==> src/hw/cefb_defs.vh <==
`ifndef CEFB_DEFS_VH
`define CEFB_DEFS_VH

// register offsets
`define CEFB_ADDR_FLAGS_A 8'h25
`define CEFB_ADDR_FLAGS_B 8'h26
`define CEFB_ADDR_FAULT_FLAGS 8'h27
`define CEFB_ADDR_MASKS_A 8'h28
`define CEFB_ADDR_MASKS_B 8'h29
`define CEFB_ADDR_FAULT_MASKS 8'h2a

// reset values
`define CEFB_RST_FLAGS 8'h00
`define CEFB_RST_MASKS 8'h00

// implemented bits of each register; other bits read 0
`define CEFB_DEF_FLAGS_A 8'h03
`define CEFB_DEF_FLAGS_B 8'h9b
`define CEFB_DEF_FAULT_FLAGS 8'hfe
`define CEFB_DEF_MASKS_A 8'h03
`define CEFB_DEF_MASKS_B 8'h9b
`define CEFB_DEF_FAULT_MASKS 8'hfe

// bit positions, charger flags a
`define CEFB_BIT_CHARGE_PHASE 0
`define CEFB_BIT_CV_TIMER 1
// bit positions, charger flags b
`define CEFB_BIT_POWER_POINT 0
`define CEFB_BIT_SWITCH_SYNC 1
`define CEFB_BIT_REVERSE 3
`define CEFB_BIT_THERMISTOR 4
`define CEFB_BIT_INPUT_GOOD 7
// bit positions, fault flags
`define CEFB_BIT_DRV_SUPPLY 1
`define CEFB_BIT_SAFETY_TIMER 2
`define CEFB_BIT_THERMAL_SHUT 3
`define CEFB_BIT_BAT_OVERVOLT 4
`define CEFB_BIT_BAT_OVERCUR 5
`define CEFB_BIT_IN_OVERVOLT 6
`define CEFB_BIT_IN_UNDERVOLT 7

// interrupt pulse length in clock cycles
`define CEFB_INT_PULSE_CYCLES 1

`endif

==> src/hw/cefb_change_det.v <==
`timescale 1ns/1ns
// detects changes and rising bits of a status vector, optionally synchronising it first
module cefb_change_det #(
   parameter W = 1,
   parameter SYNC = 0
) (
   input wire i_clk,
   input wire i_reset_n,
   input wire [W-1:0] i_status,
   output wire o_change,
   output wire [W-1:0] o_rise
);
   reg [W-1:0] s1_q;
   reg [W-1:0] s2_q;
   reg [W-1:0] s3_q;
   reg [W-1:0] held_q;
   reg [W-1:0] prev_q;
   // a synchronised level is valid only once the three stages and the hold stage have filled
   localparam [2:0] ARM_EDGES = (SYNC != 0) ? 3'h5 : 3'h1;
   reg [2:0] arm_cnt_q;
   wire armed;
   wire [W-1:0] value;

   always @(posedge i_clk or negedge i_reset_n) begin
      if (!i_reset_n) begin
         s1_q <= {W{1'b0}};
         s2_q <= {W{1'b0}};
         s3_q <= {W{1'b0}};
         held_q <= {W{1'b0}};
      end else begin
         s1_q <= i_status;
         s2_q <= s1_q;
         s3_q <= s2_q;
         // a pin level counts only once the last two stages agree
         if (s2_q == s3_q) begin
            held_q <= s3_q;
         end
      end
   end

   assign value = (SYNC != 0) ? held_q : i_status;

   always @(posedge i_clk or negedge i_reset_n) begin
      if (!i_reset_n) begin
         prev_q <= {W{1'b0}};
         arm_cnt_q <= 3'h0;
      end else begin
         prev_q <= value;
         if (arm_cnt_q != ARM_EDGES) begin
            arm_cnt_q <= arm_cnt_q + 3'h1;
         end
      end
   end

   // the samples before arming are a baseline, not events
   assign armed = (arm_cnt_q == ARM_EDGES);
   assign o_change = armed & (value != prev_q);
   assign o_rise = {W{armed}} & value & ~prev_q;
endmodule

==> src/hw/cefb_event_flag_bank.v <==
`timescale 1ns/1ns
`include "cefb_defs.vh"
module cefb_event_flag_bank #(
   parameter INT_PULSE_CYCLES = `CEFB_INT_PULSE_CYCLES
) (
   input wire i_clk,
   input wire i_reset_n,
   // register access port from the serial management engine
   input wire [7:0] i_reg_addr,
   input wire i_reg_rd,
   input wire i_reg_wr,
   input wire [7:0] i_reg_wdata,
   output reg [7:0] o_reg_rdata,
   output reg o_reg_rvalid,
   // status from the charger core, same clock
   input wire [2:0] i_charge_phase,
   input wire i_cv_timer_expired,
   input wire [2:0] i_thermistor_zone_state,
   input wire i_reverse_mode,
   input wire [1:0] i_switching_sync_input,
   input wire [1:0] i_power_point_state,
   input wire i_safety_timer_expired,
   // status from analog detectors, asynchronous
   input wire i_input_power_good,
   input wire i_input_undervolt,
   input wire i_input_overvolt,
   input wire i_battery_overcurrent,
   input wire i_battery_overvolt,
   input wire i_thermal_shutdown,
   input wire i_gate_driver_supply_pin,
   // interrupt pulse, active high
   output reg o_int_pulse
);
   localparam CW = 16;

   // event strobes, one cycle each
   wire phase_change;
   wire [0:0] cv_rise;
   wire zone_change;
   wire rev_change;
   wire sync_change;
   wire pp_change;
   wire [0:0] safety_rise;
   wire pg_change;
   wire [5:0] fault_rise;
   wire [7:0] set_a;
   wire [7:0] set_b;
   wire [7:0] set_f;
   wire [7:0] flags_a;
   wire [7:0] flags_b;
   wire [7:0] flags_f;
   wire rd_a;
   wire rd_b;
   wire rd_f;
   wire [5:0] fault_level;
   // mask write strobes
   wire wr_mask_a;
   wire wr_mask_b;
   wire wr_mask_f;
   wire [7:0] int_src_a;
   wire [7:0] int_src_b;
   wire [7:0] int_src_f;
   wire int_event;
   wire pulse_busy;
   reg [7:0] mask_a_q;
   reg [7:0] mask_b_q;
   reg [7:0] mask_f_q;
   reg [7:0] rdata_d;
   reg [CW-1:0] pulse_cnt_q;
   // index of the per-bit fault detectors
   genvar gi;

   function hit;
      input [7:0] addr;
      input [7:0] target;
      begin
         hit = (addr == target);
      end
   endfunction

   // drops the bits that a register does not implement
   function [7:0] keep;
      input [7:0] raw;
      input [7:0] defined;
      begin
         keep = raw & defined;
      end
   endfunction

   // charger core status, already on this clock
   cefb_change_det #(.W(3), .SYNC(0)) u_phase (
      .i_clk(i_clk),
      .i_reset_n(i_reset_n),
      .i_status(i_charge_phase),
      .o_change(phase_change),
      .o_rise()
   );

   cefb_change_det #(.W(1), .SYNC(0)) u_cv (
      .i_clk(i_clk),
      .i_reset_n(i_reset_n),
      .i_status(i_cv_timer_expired),
      .o_change(),
      .o_rise(cv_rise)
   );

   cefb_change_det #(.W(3), .SYNC(0)) u_zone (
      .i_clk(i_clk),
      .i_reset_n(i_reset_n),
      .i_status(i_thermistor_zone_state),
      .o_change(zone_change),
      .o_rise()
   );

   cefb_change_det #(.W(1), .SYNC(0)) u_rev (
      .i_clk(i_clk),
      .i_reset_n(i_reset_n),
      .i_status(i_reverse_mode),
      .o_change(rev_change),
      .o_rise()
   );

   cefb_change_det #(.W(2), .SYNC(0)) u_sync (
      .i_clk(i_clk),
      .i_reset_n(i_reset_n),
      .i_status(i_switching_sync_input),
      .o_change(sync_change),
      .o_rise()
   );

   cefb_change_det #(.W(2), .SYNC(0)) u_pp (
      .i_clk(i_clk),
      .i_reset_n(i_reset_n),
      .i_status(i_power_point_state),
      .o_change(pp_change),
      .o_rise()
   );

   cefb_change_det #(.W(1), .SYNC(0)) u_safety (
      .i_clk(i_clk),
      .i_reset_n(i_reset_n),
      .i_status(i_safety_timer_expired),
      .o_change(),
      .o_rise(safety_rise)
   );

   // detector levels arrive from outside the clock domain
   cefb_change_det #(.W(1), .SYNC(1)) u_pg (
      .i_clk(i_clk),
      .i_reset_n(i_reset_n),
      .i_status(i_input_power_good),
      .o_change(pg_change),
      .o_rise()
   );

   // each fault level gets its own synchroniser, in fault register bit order
   assign fault_level = {i_input_undervolt, i_input_overvolt, i_battery_overcurrent,
                         i_battery_overvolt, i_thermal_shutdown, i_gate_driver_supply_pin};

   generate
      for (gi = 0; gi < 6; gi = gi + 1) begin : g_fault
         cefb_change_det #(.W(1), .SYNC(1)) u_det (
            .i_clk(i_clk),
            .i_reset_n(i_reset_n),
            .i_status(fault_level[gi]),
            .o_change(),
            .o_rise(fault_rise[gi])
         );
      end
   endgenerate

   // event vectors in register bit order
   assign set_a[7:2] = 6'h00;
   assign set_a[`CEFB_BIT_CV_TIMER] = cv_rise[0];
   assign set_a[`CEFB_BIT_CHARGE_PHASE] = phase_change;

   assign set_b[`CEFB_BIT_INPUT_GOOD] = pg_change;
   assign set_b[6:5] = 2'h0;
   assign set_b[`CEFB_BIT_THERMISTOR] = zone_change;
   assign set_b[`CEFB_BIT_REVERSE] = rev_change;
   assign set_b[2] = 1'b0;
   assign set_b[`CEFB_BIT_SWITCH_SYNC] = sync_change;
   assign set_b[`CEFB_BIT_POWER_POINT] = pp_change;

   assign set_f[`CEFB_BIT_IN_UNDERVOLT] = fault_rise[5];
   assign set_f[`CEFB_BIT_IN_OVERVOLT] = fault_rise[4];
   assign set_f[`CEFB_BIT_BAT_OVERCUR] = fault_rise[3];
   assign set_f[`CEFB_BIT_BAT_OVERVOLT] = fault_rise[2];
   assign set_f[`CEFB_BIT_THERMAL_SHUT] = fault_rise[1];
   assign set_f[`CEFB_BIT_SAFETY_TIMER] = safety_rise[0];
   assign set_f[`CEFB_BIT_DRV_SUPPLY] = fault_rise[0];
   assign set_f[0] = 1'b0;

   // a read of a flag register clears the flags it returns; reading a mask register clears nothing
   assign rd_a = i_reg_rd & hit(i_reg_addr, `CEFB_ADDR_FLAGS_A);
   assign rd_b = i_reg_rd & hit(i_reg_addr, `CEFB_ADDR_FLAGS_B);
   assign rd_f = i_reg_rd & hit(i_reg_addr, `CEFB_ADDR_FAULT_FLAGS);

   cefb_flag_reg #(.DEFINED(`CEFB_DEF_FLAGS_A), .RESET_VALUE(`CEFB_RST_FLAGS)) u_flags_a (
      .i_clk(i_clk),
      .i_reset_n(i_reset_n),
      .i_set(set_a),
      .i_clear(rd_a),
      .o_flags(flags_a)
   );

   cefb_flag_reg #(.DEFINED(`CEFB_DEF_FLAGS_B), .RESET_VALUE(`CEFB_RST_FLAGS)) u_flags_b (
      .i_clk(i_clk),
      .i_reset_n(i_reset_n),
      .i_set(set_b),
      .i_clear(rd_b),
      .o_flags(flags_b)
   );

   cefb_flag_reg #(.DEFINED(`CEFB_DEF_FAULT_FLAGS), .RESET_VALUE(`CEFB_RST_FLAGS)) u_flags_f (
      .i_clk(i_clk),
      .i_reset_n(i_reset_n),
      .i_set(set_f),
      .i_clear(rd_f),
      .o_flags(flags_f)
   );

   // mask registers; a mask only gates the pulse, the flag still sets
   assign wr_mask_a = i_reg_wr & hit(i_reg_addr, `CEFB_ADDR_MASKS_A);
   assign wr_mask_b = i_reg_wr & hit(i_reg_addr, `CEFB_ADDR_MASKS_B);
   assign wr_mask_f = i_reg_wr & hit(i_reg_addr, `CEFB_ADDR_FAULT_MASKS);

   // first charger mask
   always @(posedge i_clk or negedge i_reset_n) begin
      if (!i_reset_n) begin
         mask_a_q <= `CEFB_RST_MASKS;
      end else if (wr_mask_a) begin
         mask_a_q <= keep(i_reg_wdata, `CEFB_DEF_MASKS_A);
      end
   end

   // second charger mask
   always @(posedge i_clk or negedge i_reset_n) begin
      if (!i_reset_n) begin
         mask_b_q <= `CEFB_RST_MASKS;
      end else if (wr_mask_b) begin
         mask_b_q <= keep(i_reg_wdata, `CEFB_DEF_MASKS_B);
      end
   end

   // fault mask
   always @(posedge i_clk or negedge i_reset_n) begin
      if (!i_reset_n) begin
         mask_f_q <= `CEFB_RST_MASKS;
      end else if (wr_mask_f) begin
         mask_f_q <= keep(i_reg_wdata, `CEFB_DEF_FAULT_MASKS);
      end
   end

   // read data shows the flags as they stood before the clear
   always @* begin
      case (i_reg_addr)
         `CEFB_ADDR_FLAGS_A: begin
            rdata_d = flags_a;
         end
         `CEFB_ADDR_FLAGS_B: begin
            rdata_d = flags_b;
         end
         `CEFB_ADDR_FAULT_FLAGS: begin
            rdata_d = flags_f;
         end
         `CEFB_ADDR_MASKS_A: begin
            rdata_d = mask_a_q;
         end
         `CEFB_ADDR_MASKS_B: begin
            rdata_d = mask_b_q;
         end
         `CEFB_ADDR_FAULT_MASKS: begin
            rdata_d = mask_f_q;
         end
         default: begin
            rdata_d = 8'h00;
         end
      endcase
   end

   // the answer follows every read strobe by one edge
   always @(posedge i_clk or negedge i_reset_n) begin
      if (!i_reset_n) begin
         o_reg_rvalid <= 1'b0;
      end else begin
         o_reg_rvalid <= i_reg_rd;
      end
   end

   // read data holds until the next read
   always @(posedge i_clk or negedge i_reset_n) begin
      if (!i_reset_n) begin
         o_reg_rdata <= 8'h00;
      end else if (i_reg_rd) begin
         o_reg_rdata <= rdata_d;
      end
   end

   // unmasked events start an interrupt pulse; a new event restarts it
   assign int_src_a = set_a & ~mask_a_q;
   assign int_src_b = set_b & ~mask_b_q;
   assign int_src_f = set_f & ~mask_f_q;
   assign int_event = (|int_src_a) | (|int_src_b) | (|int_src_f);
   assign pulse_busy = (pulse_cnt_q != {CW{1'b0}});

   // counts the cycles left after the first of a pulse
   always @(posedge i_clk or negedge i_reset_n) begin
      if (!i_reset_n) begin
         pulse_cnt_q <= {CW{1'b0}};
      end else if (int_event) begin
         pulse_cnt_q <= INT_PULSE_CYCLES[CW-1:0] - 16'h0001;
      end else if (pulse_busy) begin
         pulse_cnt_q <= pulse_cnt_q - 16'h0001;
      end
   end

   // the pulse itself comes straight from a flop
   always @(posedge i_clk or negedge i_reset_n) begin
      if (!i_reset_n) begin
         o_int_pulse <= 1'b0;
      end else begin
         o_int_pulse <= int_event | pulse_busy;
      end
   end
endmodule

==> src/hw/cefb_flag_reg.v <==
`timescale 1ns/1ns
// eight sticky event flags, cleared on read; a set in the clearing cycle wins
module cefb_flag_reg #(
   parameter [7:0] DEFINED = 8'hff,
   parameter [7:0] RESET_VALUE = 8'h00
) (
   input wire i_clk,
   input wire i_reset_n,
   input wire [7:0] i_set,
   input wire i_clear,
   output wire [7:0] o_flags
);
   reg [7:0] flags_q;
   wire [7:0] flags_d;

   assign flags_d = ((i_clear ? 8'h00 : flags_q) | i_set) & DEFINED;

   always @(posedge i_clk or negedge i_reset_n) begin
      if (!i_reset_n) begin
         flags_q <= RESET_VALUE & DEFINED;
      end else begin
         flags_q <= flags_d;
      end
   end

   assign o_flags = flags_q;
endmodule

==> config.mk <==
export PLATFORM = sky130hd
export DESIGN_NAME = cefb_event_flag_bank
export DESIGN_NICKNAME = d
export VERILOG_FILES = /design/src/hw/cefb_change_det.v /design/src/hw/cefb_event_flag_bank.v /design/src/hw/cefb_flag_reg.v
export VERILOG_INCLUDE_DIRS = /design/src /design/src/hw
export SDC_FILE = /design/constraint.sdc
export NUM_CORES = 1
export LEC_CHECK = 0
export ABC_AREA = 0
export BUFFER_PORTS_ARGS = -buffer_cell sky130_fd_sc_hd__buf_2
export CAP_MARGIN = 5
export CORE_MARGIN = 2
export CORE_UTILIZATION = 25
export DETAILED_ROUTE_END_ITERATION = 7
export PLACE_DENSITY_LB_ADDON = 0.05
export SKIP_CTS_REPAIR_TIMING = 1
export SLEW_MARGIN = 40
export SYNTH_ARGS = -nofsm -noshare
export SYNTH_HDL_FRONTEND = slang
export SYNTH_SLANG_ARGS = --single-unit
==> constraint.sdc <==
create_clock -name i_clk -period 2.2 [get_ports i_clk]
set_input_delay 0.44 -clock i_clk [delete_from_list [all_inputs] [get_ports i_clk]]
set_output_delay 0.44 -clock i_clk [all_outputs]
set_load 0.005 [all_outputs]
==> results.ini <==
[clocking]
cts_made_buffers=17
cts_sinks=144
clkLatencyLatePin_ps=410
clock_path_buffers=2
cts_root_buffer=clkbuf_16
cts_tree=done
htree_levels=4
clk_pin_slew_ps=60

[synth]
syn_area_sq_um=6126
synth.distinct_cells=60
synth.avg_cell_area_sq_um=12.30
synth-seq-cells=144
syn-num-nets=568
ys_seq_area_frac=0.5882
synth_top_area_share=0.5882
synth_area_leaders=dfrtp_1, ha_1, nor2_1, a21oi_1, xor2_1
yosys_warnings=0
synth_largest_area_cell=dfrtp_1
ys_async_sr_fraction=1.000
synthCells=498
synth-edff-count=0
synthFlopType=dfrtp_1

[grt]
grt_pass1_wl_microns=22320
grt_pass1_vias=4093
grt_max_degree=52
antenna_found_initial=0
grt_util_all_layers=0.1124
overflow=0

[setup_path]
timing.rr.end=pulse_cnt_q[9]
cpLargestDelayFamily=compound AO/OA/AOI/OAI gates
required_ps=2490
r2r_cells=10
cp_slowest_cell=a311oi_1
critical_path_class=reg -> reg
critPathMaxFanout=8
cp.arrival_ps=2340
cp_num_buf_inv=4
timing.rr.start=u_phase.arm_cnt_q[1]
slowest_delay_ps=530
r2r_slack_ps=140
endpoint_kind=flop
crit_chain=inv_1 -> ha_1 -> nand2b_1 -> a311oi_1 -> a2111oi_4 -> buf_4 -> nand4_1 -> buf_6 -> buf_12 -> a21oi_1
cp-start-kind=flop

[die]
die_area_sq_um=25770
die_width_microns=160.5
coreArea_sq_um=24180
die_h_microns=160.5
io_pins=50
rows=57
start_util=0.2534

[detailed_routing]
drtPass1Iterations=4
vias=3913
ant_nets=0
drc=0
viasPerCell=4.190
drt_iter0_drc=141
wl_per_cell_microns=14.23
finalWirelength_microns=13290

[sta]
worst_hold_slack_ps=-24.71
clock_skew_ps=11.00
max_freq_mhz=486.4
setup_violations=0
hold_viol=21
worstMarginPinSlew_ps=591.1
fin_crit_sh=0.9345
period_minus_slack_ps=2056
maxSlewViolCount=0
relSlewSlack=0.6032

[placement]
place_area_sq_um=7079
globalplace.congestion=0.7300
dp_hpwl_microns=9694
portBuffers=49

[status]
status=finished, violations left
violations=negative hold slack

[pwr]
p_sw_mw=1.307
share_comb_of_total_power=0.047
p_sw_frac=0.2193
seqPwrFrac=0.465
p_leak_nw=3.379
powerDensity_nw_per_um2=770.7
irDropWorstVdd_mv=0.3429
power_frac_clock=0.488
internal_power_mw=4.653

[cells_and_area]
diodes=0
final_area_sq_um=7732
drive_above_1_share=0.2443
nFillCells=2428
nNetsFinal=668
area_delta_synth_final_pct=26.23
finalCoreUtilization=0.3198

[run]
max_cap_viol_count=0

[worst_hold_path]
hold_class=in -> async

## synth_stat cells, drive strengths merged, types with 2 or more instances
cell type / count
nor3: 7
or4: 5
a221oi: 3
mux2i: 4
o22ai: 5
mux2: 20
nand2: 28
o21ai: 9
or4b: 3
nor4b: 4
nor2b: 2
maj3: 7
a22oi: 4
a21oi: 33
a21bo: 3
xor2: 18
nand2b: 14
nor2: 51
clkbuf: 2
and3: 2
nand3: 4
and2: 2
a21o: 7
or2: 2
a22o: 5
buf: 5
ha: 30
or3: 7
a211oi: 4
nor3b: 6
nor4: 4
inv: 23
xnor2: 11
o31ai: 6
dfrtp: 144
nand4b: 4
## flip-flops by register name, indices dropped and copies added (netlist names), 3 cells and up
register                 count
g_fault.u_det.s2_q           6
u_cv.arm_cnt_q               3
u_sync.arm_cnt_q             3
g_fault.u_det.s1_q           6
u_flags_f.o_flags            7
u_flags_b.o_flags            5
u_safety.arm_cnt_q           3
mask_b_q                     5
u_phase.arm_cnt_q            3
mask_f_q                     7
g_fault.u_det.held_q         6
g_fault.u_det.s3_q           6
u_pg.arm_cnt_q               3
u_rev.arm_cnt_q              3
u_zone.prev_q                3
u_pp.arm_cnt_q               3
u_phase.prev_q               3
o_reg_rdata                  8
u_zone.arm_cnt_q             3
g_fault.u_det.arm_cnt_q     18
g_fault.u_det.prev_q         6
pulse_cnt_q                 16
## how the worst max path moves through the flow
stage / start / endpoint / slack (ps) / cells past startpoint
2_1_floorplan: i_reg_addr[4] / mask_a_q[0] / 80 / 4
3_3_place_gp: i_charge_phase[2] / o_int_pulse / -110 / 8
3_5_place_dp: i_switching_sync_input[0] / pulse_cnt_q[9] / -100 / 9
4_1_cts: g_fault[5].u_det.arm_cnt_q[0] / pulse_cnt_q[13] / -70 / 9
5_1_grt: u_phase.arm_cnt_q[1] / pulse_cnt_q[9] / -5 / 10
6_report: u_phase.arm_cnt_q[1] / pulse_cnt_q[9] / 140 / 10
## power groups by stage
stage	clock network (mW)	registers [mW]	logic (mW)
6_report	2.91	2.77	0.282
5_1_grt	3.14	2.78	0.319
4_1_cts	3.02	2.77	0.283
3_5_place_dp	0	2.82	0.281
3_3_place_gp	0	2.82	0.280
2_1_floorplan	0	2.81	0.114
## layout by cell type, fill, tap and decap left out, drive strengths merged, types with 4 or more instances in the layout
cell type | synthesis | routed
a22oi | 4 | 4
xnor2 | 11 | 11
mux2 | 20 | 20
o22ai | 5 | 5
or3 | 7 | 7
nand4b | 4 | 4
a21oi | 33 | 33
nor3b | 6 | 6
ha | 30 | 30
nand2 | 28 | 28
a22o | 5 | 5
nor2 | 51 | 51
dfrtp | 144 | 144
nand3 | 4 | 4
nor4 | 4 | 4
inv | 23 | 23
o31ai | 6 | 6
nor3 | 7 | 7
clkbuf | 2 | 21
maj3 | 7 | 7
clkinv | 0 | 5
nand2b | 14 | 14
mux2i | 4 | 4
buf | 5 | 88
a211oi | 4 | 4
a21o | 7 | 7
or4 | 5 | 5
nor4b | 4 | 4
xor2 | 18 | 18
o21ai | 9 | 9
## metrics by stage
stage	cells	worst slack (ps)	TNS (ps)	power, mW
4_1_cts	933	-70.53	-736.8	6.078
2_1_floorplan	498	82.66	0	2.920
3_3_place_gp	902	-111.8	-1385	3.100
3_5_place_dp	902	-95.27	-1179	3.101
6_report	934	144.1	0	5.960
5_1_grt	934	-4.885	-7.415	6.242
## final cells by class
class,instances,area (sq um),area share
Clock buffer,21,450.4,0.05825
Multi-Input combinational cell,324,2451,0.3170
Tap cell,324,405.4,0.05243
Clock inverter,10,137.6,0.01780
Inverter,23,86.33,0.01117
Sequential cell,144,3603,0.4660
Timing Repair Buffer,88,598.1,0.07735
## layer usage
| layer | wire, microns | track usage | vias up |
|---|---|---|---|
| li1 | - | - | 1942 |
| met1 | 6563 | 0.1561 | 1911 |
| met2 | 6139 | 0.1712 | 50 |
| met3 | 395 | 0.02531 | 10 |
| met4 | 188 | 0.04300 | 0 |
| met5 | 0 | 0 | - |
## cells by family after synthesis
logic type | synth area share
AND/OR/NAND/NOR | 0.1375
adder cells (fa/ha/maj) | 0.07271
multiplexers | 0.04759
XOR/XNOR | 0.04146
buffers and inverters | 0.02042
flip-flops | 0.5882
AO/OA/AOI/OAI | 0.09212
(Power assumes the default switching activity.)
